**src/pkg/mcu_exec_pkg.sv**
```systemverilog
package mcu_exec_pkg;

  // datapath widths
  localparam int DATA_W      = 8;
  localparam int PC_W        = 15;
  localparam int FADDR_W     = 7;
  localparam int LATCH_W     = 7;
  localparam int INSTR_W     = 14;
  localparam int STACK_DEPTH = 16;
  localparam int SPTR_W      = 4;
  localparam int SCNT_W      = 5;
  localparam int BUS_ADDR_W  = 6;
  localparam int BUS_DATA_W  = 32;
  localparam int WDT_PRE_W   = 8;
  localparam int WDT_CNT_W   = 8;

  // register byte offsets
  localparam logic [BUS_ADDR_W-1:0] OFS_STATUS    = 6'h00;
  localparam logic [BUS_ADDR_W-1:0] OFS_INSTR     = 6'h04;
  localparam logic [BUS_ADDR_W-1:0] OFS_ACC       = 6'h08;
  localparam logic [BUS_ADDR_W-1:0] OFS_PC        = 6'h0C;
  localparam logic [BUS_ADDR_W-1:0] OFS_PC_LATCH  = 6'h10;
  localparam logic [BUS_ADDR_W-1:0] OFS_WATCHDOG  = 6'h14;
  localparam logic [BUS_ADDR_W-1:0] OFS_FILE_ADDR = 6'h18;
  localparam logic [BUS_ADDR_W-1:0] OFS_FILE_DATA = 6'h1C;
  localparam logic [BUS_ADDR_W-1:0] OFS_STACK     = 6'h20;

  // status register bit positions
  localparam int ST_BUSY_BIT     = 0;
  localparam int ST_SKIP_BIT     = 1;
  localparam int ST_ZERO_BIT     = 2;
  localparam int ST_SLEEP_N_BIT  = 3;
  localparam int ST_EXPIRY_N_BIT = 4;
  localparam int ST_ILLEGAL_BIT  = 5;

  // read word field positions
  localparam int WDT_PRE_LSB     = 8;
  localparam int STACK_CNT_LSB   = 16;

  // whole-word opcodes
  localparam logic [INSTR_W-1:0] OPC_NOP            = 14'h0000;
  localparam logic [INSTR_W-1:0] OPC_CLEAR_WATCHDOG = 14'h0064;
  localparam logic [INSTR_W-1:0] OPC_INDIRECT_CALL  = 14'h000A;

  // opcode prefixes: bits 13:8 for file ops with destination, 13:7 otherwise
  localparam int PFX6_LSB = 8;
  localparam int PFX7_LSB = 7;
  localparam logic [5:0] PFX_INVERT   = 6'h09;
  localparam logic [5:0] PFX_DEC      = 6'h03;
  localparam logic [5:0] PFX_DEC_SKIP = 6'h0B;
  localparam logic [6:0] PFX_ZERO_REG = 7'h03;
  localparam logic [6:0] PFX_CLR_ACC  = 7'h02;
  localparam int DEST_BIT = 7;

  // reset and constant values
  localparam logic [DATA_W-1:0]     DATA_ZERO  = 8'h00;
  localparam logic [DATA_W-1:0]     DATA_ONE   = 8'h01;
  localparam logic [PC_W-1:0]       PC_RESET   = 15'h0000;
  localparam logic [PC_W-1:0]       PC_ONE     = 15'h0001;
  localparam logic [LATCH_W-1:0]    LATCH_ZERO = 7'h00;
  localparam logic [FADDR_W-1:0]    FADDR_ZERO = 7'h00;
  localparam logic [WDT_PRE_W-1:0]  PRE_ZERO   = 8'h00;
  localparam logic [WDT_PRE_W-1:0]  PRE_ONE    = 8'h01;
  localparam logic [WDT_PRE_W-1:0]  PRE_LAST   = 8'hFF;
  localparam logic [WDT_CNT_W-1:0]  WDT_ZERO   = 8'h00;
  localparam logic [WDT_CNT_W-1:0]  WDT_ONE    = 8'h01;
  localparam logic [WDT_CNT_W-1:0]  WDT_LAST   = 8'hFF;
  localparam logic [BUS_DATA_W-1:0] WORD_ZERO  = 32'h0000_0000;
  localparam logic [3:0]            BE_FULL    = 4'hF;

  // execution sequencer states
  typedef enum logic [1:0] {
    ST_IDLE   = 2'b01,
    ST_SECOND = 2'b10
  } exec_state_t;

endpackage

```
**src/rtl/mcu_exec_unit.sv**
```systemverilog
// Function
// - clear_watchdog_op loads the watchdog counter with zero.
// - clear_watchdog_op also zeroes prescaler and sets both active-low status flags.
// - indirect_call_op pushes the address of the following instruction first.
// - then PC low byte comes from accumulator, high bits from pc_upper_latch.
// - indirect_call_op takes two instruction cycles.
// - invert_register_op complements the file register into accumulator or file.
// - zero_register_op writes zero to the file register and sets zero flag.
// - clear_accumulator_op writes zero to the accumulator and sets zero flag.
// - decrement_register_op subtracts one, result to accumulator or file.
// - decrement_skip_op subtracts one, result to accumulator or file.
// - zero decrement_skip_op result discards next instruction as no_operation.
`timescale 1ns/1ps
module mcu_exec_unit (
  // clock and reset
  input  wire logic                                  core_clk,
  input  wire logic                                  srst,
  // avalon-mm slave
  input  wire logic [mcu_exec_pkg::BUS_ADDR_W-1:0]   avs_address,
  input  wire logic                                  avs_read,
  input  wire logic                                  avs_write,
  input  wire logic [mcu_exec_pkg::BUS_DATA_W-1:0]   avs_writedata,
  input  wire logic [3:0]                            avs_byteenable,
  output logic      [mcu_exec_pkg::BUS_DATA_W-1:0]   avs_readdata,
  output logic                                       avs_waitrequest
);
  import mcu_exec_pkg::*;

  // bus handshake
  logic                  waitrequest_reg;
  logic [BUS_DATA_W-1:0] readdata_reg;
  logic [BUS_DATA_W-1:0] rd_value;
  logic                  stall;
  logic                  accept;
  logic                  wr_fire;
  logic                  instr_fire;
  logic                  exec_fire;
  logic                  discard;

  // architectural state
  exec_state_t           state_reg;
  logic [DATA_W-1:0]     acc_reg;
  logic [PC_W-1:0]       pc_reg;
  logic [LATCH_W-1:0]    pc_upper_latch;
  logic                  zero_flag_reg;
  logic                  skip_reg;
  logic                  illegal_reg;
  logic                  sleep_flag_n;
  logic                  watchdog_expiry_flag_n;
  logic [WDT_PRE_W-1:0]  prescaler_reg;
  logic [WDT_CNT_W-1:0]  watchdog_counter;
  logic [INSTR_W-1:0]    last_instr_reg;
  logic [FADDR_W-1:0]    window_addr_reg;
  logic [DATA_W-1:0]     file_mem [2**FADDR_W];

  // decode
  logic [INSTR_W-1:0]    instr;
  logic [FADDR_W-1:0]    op_addr;
  logic                  dest_file;
  logic [DATA_W-1:0]     operand;
  logic [DATA_W-1:0]     result;
  logic                  result_zero;
  logic                  clear_watchdog_op;
  logic                  indirect_call_op;
  logic                  invert_register_op;
  logic                  zero_register_op;
  logic                  clear_accumulator_op;
  logic                  decrement_register_op;
  logic                  decrement_skip_op;
  logic                  no_operation;
  logic                  unknown_op;

  // stack view
  logic [PC_W-1:0]       stack_top;
  logic [SCNT_W-1:0]     stack_count;
  logic                  push_now;

  // a new instruction must wait while a two-cycle op finishes
  assign stall      = avs_write && (avs_address == OFS_INSTR) && (state_reg != ST_IDLE);
  assign accept     = (avs_read || avs_write) && waitrequest_reg && !stall;
  assign wr_fire    = accept && avs_write && (avs_byteenable == BE_FULL);
  assign instr_fire = wr_fire && (avs_address == OFS_INSTR);
  assign exec_fire  = instr_fire && !skip_reg;
  assign discard    = instr_fire && skip_reg;

  // instruction fields; the operand address is only seven bits wide
  assign instr     = avs_writedata[INSTR_W-1:0];
  assign op_addr   = instr[FADDR_W-1:0];
  assign dest_file = instr[DEST_BIT];
  assign operand   = file_mem[op_addr];

  // opcode decode, one flag per operation
  always_comb
  begin
    clear_watchdog_op     = (instr == OPC_CLEAR_WATCHDOG);
    indirect_call_op      = (instr == OPC_INDIRECT_CALL);
    no_operation          = (instr == OPC_NOP);
    invert_register_op    = (instr[INSTR_W-1:PFX6_LSB] == PFX_INVERT);
    decrement_register_op = (instr[INSTR_W-1:PFX6_LSB] == PFX_DEC);
    decrement_skip_op     = (instr[INSTR_W-1:PFX6_LSB] == PFX_DEC_SKIP);
    zero_register_op      = (instr[INSTR_W-1:PFX7_LSB] == PFX_ZERO_REG);
    clear_accumulator_op  = (instr[INSTR_W-1:PFX7_LSB] == PFX_CLR_ACC);
    unknown_op            = !(clear_watchdog_op || indirect_call_op || no_operation ||
                              invert_register_op || decrement_register_op ||
                              decrement_skip_op || zero_register_op ||
                              clear_accumulator_op);
  end

  // shared result path for complement and both decrements
  always_comb
  begin
    if (invert_register_op)
    begin
      result = ~operand;
    end
    else
    begin
      result = operand - DATA_ONE;
    end
    result_zero = (result == DATA_ZERO);
  end

  assign push_now = exec_fire && indirect_call_op;

  return_stack u_stack (
    .core_clk  (core_clk),
    .srst      (srst),
    .push      (push_now),
    .push_data (pc_reg + PC_ONE),
    .top_data  (stack_top),
    .depth     (stack_count)
  );

  // read mux; unmapped offsets read as zero
  always_comb
  begin
    rd_value = WORD_ZERO;
    case (avs_address)
      OFS_STATUS:
      begin
        rd_value[ST_BUSY_BIT]     = (state_reg != ST_IDLE);
        rd_value[ST_SKIP_BIT]     = skip_reg;
        rd_value[ST_ZERO_BIT]     = zero_flag_reg;
        rd_value[ST_SLEEP_N_BIT]  = sleep_flag_n;
        rd_value[ST_EXPIRY_N_BIT] = watchdog_expiry_flag_n;
        rd_value[ST_ILLEGAL_BIT]  = illegal_reg;
      end
      OFS_INSTR:     rd_value[INSTR_W-1:0] = last_instr_reg;
      OFS_ACC:       rd_value[DATA_W-1:0]  = acc_reg;
      OFS_PC:        rd_value[PC_W-1:0]    = pc_reg;
      OFS_PC_LATCH:  rd_value[LATCH_W-1:0] = pc_upper_latch;
      OFS_WATCHDOG:
      begin
        rd_value[WDT_CNT_W-1:0]                     = watchdog_counter;
        rd_value[WDT_PRE_LSB +: WDT_PRE_W]          = prescaler_reg;
      end
      OFS_FILE_ADDR: rd_value[FADDR_W-1:0] = window_addr_reg;
      OFS_FILE_DATA: rd_value[DATA_W-1:0]  = file_mem[window_addr_reg];
      OFS_STACK:
      begin
        rd_value[PC_W-1:0]                 = stack_top;
        rd_value[STACK_CNT_LSB +: SCNT_W]  = stack_count;
      end
      default:       rd_value = WORD_ZERO;
    endcase
  end

  // one-cycle answer: waitrequest drops for exactly one edge per access
  always_ff @(posedge core_clk)
  begin
    if (srst)
    begin
      waitrequest_reg <= 1'b1;
      readdata_reg    <= WORD_ZERO;
    end
    else
    begin
      waitrequest_reg <= !accept;
      if (accept && avs_read)
      begin
        readdata_reg <= rd_value;
      end
    end
  end

  assign avs_waitrequest = waitrequest_reg;
  assign avs_readdata    = readdata_reg;

  // sequencer: the call stays busy through its answer cycle and one more,
  // so an instruction written right behind it is held off for that cycle
  always_ff @(posedge core_clk)
  begin
    if (srst)
    begin
      state_reg <= ST_IDLE;
    end
    else
    begin
      case (state_reg)
        ST_IDLE:
        begin
          if (push_now)
          begin
            state_reg <= ST_SECOND;
          end
        end
        ST_SECOND:
        begin
          if (waitrequest_reg)
          begin
            state_reg <= ST_IDLE;
          end
        end
        default:   state_reg <= ST_IDLE;
      endcase
    end
  end

  // accumulator
  always_ff @(posedge core_clk)
  begin
    if (srst)
    begin
      acc_reg <= DATA_ZERO;
    end
    else if (wr_fire && avs_address == OFS_ACC)
    begin
      acc_reg <= avs_writedata[DATA_W-1:0];
    end
    else if (exec_fire)
    begin
      if (clear_accumulator_op)
      begin
        acc_reg <= DATA_ZERO;
      end
      else if ((invert_register_op || decrement_register_op || decrement_skip_op)
               && !dest_file)
      begin
        acc_reg <= result;
      end
    end
  end

  // data file: no reset, software initialises it through the window
  always_ff @(posedge core_clk)
  begin
    if (wr_fire && avs_address == OFS_FILE_DATA)
    begin
      file_mem[window_addr_reg] <= avs_writedata[DATA_W-1:0];
    end
    else if (exec_fire)
    begin
      if (zero_register_op)
      begin
        file_mem[op_addr] <= DATA_ZERO;
      end
      else if ((invert_register_op || decrement_register_op || decrement_skip_op)
               && dest_file)
      begin
        file_mem[op_addr] <= result;
      end
    end
  end

  // window pointer for software access to the data file
  always_ff @(posedge core_clk)
  begin
    if (srst)
    begin
      window_addr_reg <= FADDR_ZERO;
    end
    else if (wr_fire && avs_address == OFS_FILE_ADDR)
    begin
      window_addr_reg <= avs_writedata[FADDR_W-1:0];
    end
  end

  // program counter; a discarded instruction still advances it
  always_ff @(posedge core_clk)
  begin
    if (srst)
    begin
      pc_reg <= PC_RESET;
    end
    else if (wr_fire && avs_address == OFS_PC)
    begin
      pc_reg <= avs_writedata[PC_W-1:0];
    end
    else if (push_now)
    begin
      pc_reg <= {pc_upper_latch, acc_reg};
    end
    else if (exec_fire || discard)
    begin
      pc_reg <= pc_reg + PC_ONE;
    end
  end

  // upper program-counter latch, software owned
  always_ff @(posedge core_clk)
  begin
    if (srst)
    begin
      pc_upper_latch <= LATCH_ZERO;
    end
    else if (wr_fire && avs_address == OFS_PC_LATCH)
    begin
      pc_upper_latch <= avs_writedata[LATCH_W-1:0];
    end
  end

  // zero flag; call and decrement-skip leave it alone
  always_ff @(posedge core_clk)
  begin
    if (srst)
    begin
      zero_flag_reg <= 1'b0;
    end
    else if (exec_fire && (zero_register_op || clear_accumulator_op))
    begin
      zero_flag_reg <= 1'b1;
    end
    else if (exec_fire && (invert_register_op || decrement_register_op))
    begin
      zero_flag_reg <= result_zero;
    end
    else if (wr_fire && avs_address == OFS_STATUS)
    begin
      zero_flag_reg <= avs_writedata[ST_ZERO_BIT];
    end
  end

  // pending skip: the next instruction word is swallowed
  always_ff @(posedge core_clk)
  begin
    if (srst)
    begin
      skip_reg <= 1'b0;
    end
    else if (exec_fire && decrement_skip_op)
    begin
      skip_reg <= result_zero;
    end
    else if (discard)
    begin
      skip_reg <= 1'b0;
    end
  end

  // unknown opcode flag, write one to clear; a new set beats the clear
  always_ff @(posedge core_clk)
  begin
    if (srst)
    begin
      illegal_reg <= 1'b0;
    end
    else if (exec_fire && unknown_op)
    begin
      illegal_reg <= 1'b1;
    end
    else if (wr_fire && avs_address == OFS_STATUS && avs_writedata[ST_ILLEGAL_BIT])
    begin
      illegal_reg <= 1'b0;
    end
  end

  // remembered instruction word for readback, discarded ones included
  always_ff @(posedge core_clk)
  begin
    if (srst)
    begin
      last_instr_reg <= OPC_NOP;
    end
    else if (instr_fire)
    begin
      last_instr_reg <= instr;
    end
  end

  // watchdog prescaler and counter; the clear wins since it zeroes the count
  always_ff @(posedge core_clk)
  begin
    if (srst)
    begin
      prescaler_reg    <= PRE_ZERO;
      watchdog_counter <= WDT_ZERO;
    end
    else if (exec_fire && clear_watchdog_op)
    begin
      prescaler_reg    <= PRE_ZERO;
      watchdog_counter <= WDT_ZERO;
    end
    else
    begin
      prescaler_reg <= prescaler_reg + PRE_ONE;
      if (prescaler_reg == PRE_LAST)
      begin
        watchdog_counter <= watchdog_counter + WDT_ONE;
      end
    end
  end

  // expiry flag drops on counter wrap and stays low until cleared
  always_ff @(posedge core_clk)
  begin
    if (srst)
    begin
      watchdog_expiry_flag_n <= 1'b1;
    end
    else if (exec_fire && clear_watchdog_op)
    begin
      watchdog_expiry_flag_n <= 1'b1;
    end
    else if (prescaler_reg == PRE_LAST && watchdog_counter == WDT_LAST)
    begin
      watchdog_expiry_flag_n <= 1'b0;
    end
  end

  // sleep flag: software may drop it to model sleep entry elsewhere
  always_ff @(posedge core_clk)
  begin
    if (srst)
    begin
      sleep_flag_n <= 1'b1;
    end
    else if (exec_fire && clear_watchdog_op)
    begin
      sleep_flag_n <= 1'b1;
    end
    else if (wr_fire && avs_address == OFS_STATUS)
    begin
      sleep_flag_n <= avs_writedata[ST_SLEEP_N_BIT];
    end
  end

endmodule

```
**src/rtl/return_stack.sv**
```systemverilog
`timescale 1ns/1ps
module return_stack (
  // clock and reset
  input  wire logic                          core_clk,
  input  wire logic                          srst,
  // push side
  input  wire logic                          push,
  input  wire logic [mcu_exec_pkg::PC_W-1:0] push_data,
  // view of the top
  output logic      [mcu_exec_pkg::PC_W-1:0] top_data,
  output logic      [mcu_exec_pkg::SCNT_W-1:0] depth
);
  import mcu_exec_pkg::*;

  logic [PC_W-1:0]   entry_mem [STACK_DEPTH];
  logic [SPTR_W-1:0] ptr_reg;
  logic [SCNT_W-1:0] depth_reg;
  logic [SPTR_W-1:0] top_idx;

  // circular store: a seventeenth push overwrites the oldest entry
  always_ff @(posedge core_clk)
  begin
    if (push)
    begin
      entry_mem[ptr_reg] <= push_data;
    end
  end

  // pointer and fill count; count saturates at full depth
  always_ff @(posedge core_clk)
  begin
    if (srst)
    begin
      ptr_reg   <= '0;
      depth_reg <= '0;
    end
    else if (push)
    begin
      ptr_reg <= ptr_reg + SPTR_W'(1);
      if (depth_reg != SCNT_W'(STACK_DEPTH))
      begin
        depth_reg <= depth_reg + SCNT_W'(1);
      end
    end
  end

  // empty stack shows zero rather than an unwritten entry
  assign top_idx  = ptr_reg - SPTR_W'(1);
  assign top_data = (depth_reg == '0) ? PC_RESET : entry_mem[top_idx];
  assign depth    = depth_reg;
endmodule

```
**config.mk**
```make
export PLATFORM = sky130hd
export DESIGN_NAME = mcu_exec_unit
export DESIGN_NICKNAME = d
export VERILOG_FILES = /design/src/pkg/mcu_exec_pkg.sv /design/src/rtl/mcu_exec_unit.sv /design/src/rtl/return_stack.sv
export SDC_FILE = /design/constraint.sdc
export NUM_CORES = 2
export LEC_CHECK = 0
export BUFFER_PORTS_ARGS = -buffer_cell sky130_fd_sc_hd__buf_2
export CAP_MARGIN = 30
export CORE_AREA = 4 4 509 511
export CTS_BUF_LIST = sky130_fd_sc_hd__clkbuf_16
export CTS_CLUSTER_DIAMETER = 200
export DETAILED_ROUTE_END_ITERATION = 8
export DIE_AREA = 0 0 513 515
export GPL_TIMING_DRIVEN = 0
export REMOVE_ABC_BUFFERS = 1
export SYNTH_ARGS = -nofsm -noshare
export SYNTH_HDL_FRONTEND = slang
export SYNTH_SLANG_ARGS = --single-unit
```
**constraint.sdc**
```tcl
create_clock -name core_clk -period 11.8 [get_ports core_clk]
set_clock_uncertainty 0.15 [all_clocks]
set_input_delay 1.18 -clock core_clk [delete_from_list [all_inputs] [get_ports core_clk]]
set_output_delay 1.18 -clock core_clk [all_outputs]
set_load 0.01 [all_outputs]
```
==> reports/results.ini <==
[timing]
setup_viol=0
period_share=0.540
slew_violations=0
worst_slew_pin_slew_ps=1080
hold_slack_ps=303
layout_setup_ws_ps=5430
hold_viol=0
min_period_ps=6370
grt_setup_unrepaired=false
relSlewSlack=0.279
clock.fmax_ghz=0.157
fin_tns_setup_ps=0

[status]
status=finished clean

[critical_path]
crit_chain=buf_8 > buf_16 > buf_16 > mux4_2 > mux4_2 > o21ai_0 > a22oi_2 > inv_1 > ha_1 > inv_1 > o31ai_2 > xor2_1 > nand3_1 > nand2_4 > buf_16
worst_ep_arrival_time_ps=6780
critPathMaxFanout=68
cp_slowest_cell=mux4_2
crit_start=avs_writedata[0]
crit_required_ps=12210
crit_top_cell=buf_16
rr_startpoint=state_reg[0]
r2r_cells=8
cp_slowest_stage_delay_ps=650
critPathCaptureType=flip-flop
r2r_end=file_mem[39][5]
rrSetupSlack_ps=6240
setup.worst_path.start_class=input port
path_class=input port to flip-flop

[logic_synthesis]
synthMuxAreaShare=0.251
synth-seq-cells=1376
async_reset_ff_frac=0
syn_inst=3500
synth_xor_area_frac=0.00566
synth_common_cells=edfxtp_1, mux4_2, nor2_1
yosys.area.top_type=edfxtp_1
synth.most_common_cell=edfxtp_1
yosysWarnings=0
synth_area_leaders=edfxtp_1, mux4_2, dfxtp_1, mux4_1, mux2i_1
synth_top_family_by_area=multiplexers
synth_edf_count=1264
synthAdderAreaFrac=0.00197
synth_cell_types=78
synth_area_sq_mm=0.0634
avgSynthCellArea_sq_um=18.1
synth_compound_area_frac=0.0370
synth-simple-area-share=0.0473
synth_top_cell_area_share=0.599
ys_seq_area_frac=0.634
synthFlopType=edfxtp_1

[layout]
top_register=file_mem
syn_to_final_growth_pct=15.9
nNetsFinal=3613
fin_cells=7041
layout-drive-gt1-share=0.286
largest_register_ffs=1024

[cts]
cts_made_buffers=147
post_cts_buffers=0
clkSinkCount=1376
clk_pin_slew_worst_paths_ps=60
htreeDepth=4
root_buffer=clkbuf_16
cts_resized=0
clk_latency_ps=790
clock_path_buffers=3
cts_hold_buf=0
cts_tree=done

[placed_design]
dp.cells=6773
port_buffers=50
place.gp.congestion=0.854
place_ws_ps=4640
dpl.hpwl_um=126000

[flow_run]
drv_cap=0

[grt]
antenna_found_initial=8
grt_max_degree=95
grt_pass1_vias=36100
gr-total-overflow=0
grt_pass1_wl_um=266000
grtUsageTotal=0.137

[pwr]
power.leakage_uw=0.0224
power.total_uw=10200
powerDensity_mw_per_mm2=139
peakVddDrop_uv=154

[hold_path]
hold_depth=2
hp-class=flip-flop to flip-flop
min_from=last_instr_reg[10]
min_to=last_instr_reg[10]

[drt]
wl_per_cell_um=26.4
first_pass_iters=6
first_iter_violations=4718
ant_nets=0
num_vias=36300
drt_drc_violations_left=0
vias_per_cell=5.15
totalWireLength_um=186000

[floorplanning]
die-area_sq_mm=0.264
rows=185
floorplan.io_pins=79
die_x_um=513
core_area_sq_mm=0.254
die_h_um=515
start_util=0.250

-- worst max path at each step --
stage	to	slack [ps]	cells after the start
6_report	file_mem[68][4]	5430	15
5_1_grt	file_mem[64][4]	5150	16
4_1_cts	file_mem[68][4]	5470	15
3_5_place_dp	file_mem[82][4]	4640	15
3_3_place_gp	file_mem[125][6]	-13330	10
2_1_floorplan	avs_readdata[1]	-910	7
-- cell usage in the layout (no fill, tap or decap), drive strengths merged, types with 11 or more instances in the layout --
master	netlist	routed
xnor2	21	21
a22oi	45	45
nand2b	17	17
nand3	59	59
o21ai	49	49
buf	136	167
clkbuf	133	148
conb	1	11
dfxtp	112	112
a211oi	16	16
xor2	20	20
clkinv	0	60
mux4	627	627
and3	13	13
nand4	11	11
o22ai	22	22
mux2i	110	110
nor2b	26	26
o211ai	13	13
nand2	167	167
mux2	44	44
a21oi	80	80
nor3	44	44
edfxtp	1264	1264
a221oi	32	32
inv	17	66
nor2	275	275
-- metal layers --
metal  vias up  track usage  part of all wire  wire, um
met1     19400        0.184              0.40     74700
met2      1841        0.221              0.47     88000
li1      14700            -                 -         -
met3       290       0.0317             0.093     17300
met5         -            0           0.00013        24
met4         4       0.0407             0.030      5590
-- cell type report --
type                       instances  area [sq um]
clock inverter                   118          1000
tap                             3366          4210
inverter                          17          63.8
multi-input combinational       1848         22000
timing repair buffer             167          2320
fill                           24800        180000
antenna                            1          2.50
sequential                      1376         40200
clock buffer                     148          3700
-- per-stage QoR --
| stage | util | instance area (sq um) |
|---|---|---|
| 3_5_place_dp | 0.271 | 68800 |
| 6_report | 0.289 | 73500 |
| 3_3_place_gp | 0.262 | 66500 |
| 5_1_grt | 0.289 | 73500 |
| 2_1_floorplan | - | 62000 |
| 4_1_cts | 0.289 | 73500 |
-- kinds of logic after synthesis --
kind of cell    count (synthesis)
xor+xnor                       41
mux                           781
other cells                     1
fa+ha+maj                      10
compound gates                339
simple gates                  666
buf+inv                       286
flops                        1376
-- critical path: cells and delay by family --
family	cells	cell delay, ps
compound gates	3	940
xor+xnor	1	330
fa+ha+maj	1	200
buf+inv	6	1900
mux	2	1130
simple gates	2	750
-- power breakdown --
part / leakage [uW] / internal, uW / total [uW] / switching [uW]
logic: 0.00731 / 153 / 449 / 297
registers: 0.0127 / 5300 / 5300 / 2.19
clock network: 0.00244 / 2450 / 4450 / 2000
No activity file was read; power rests on OpenSTA's default activity.
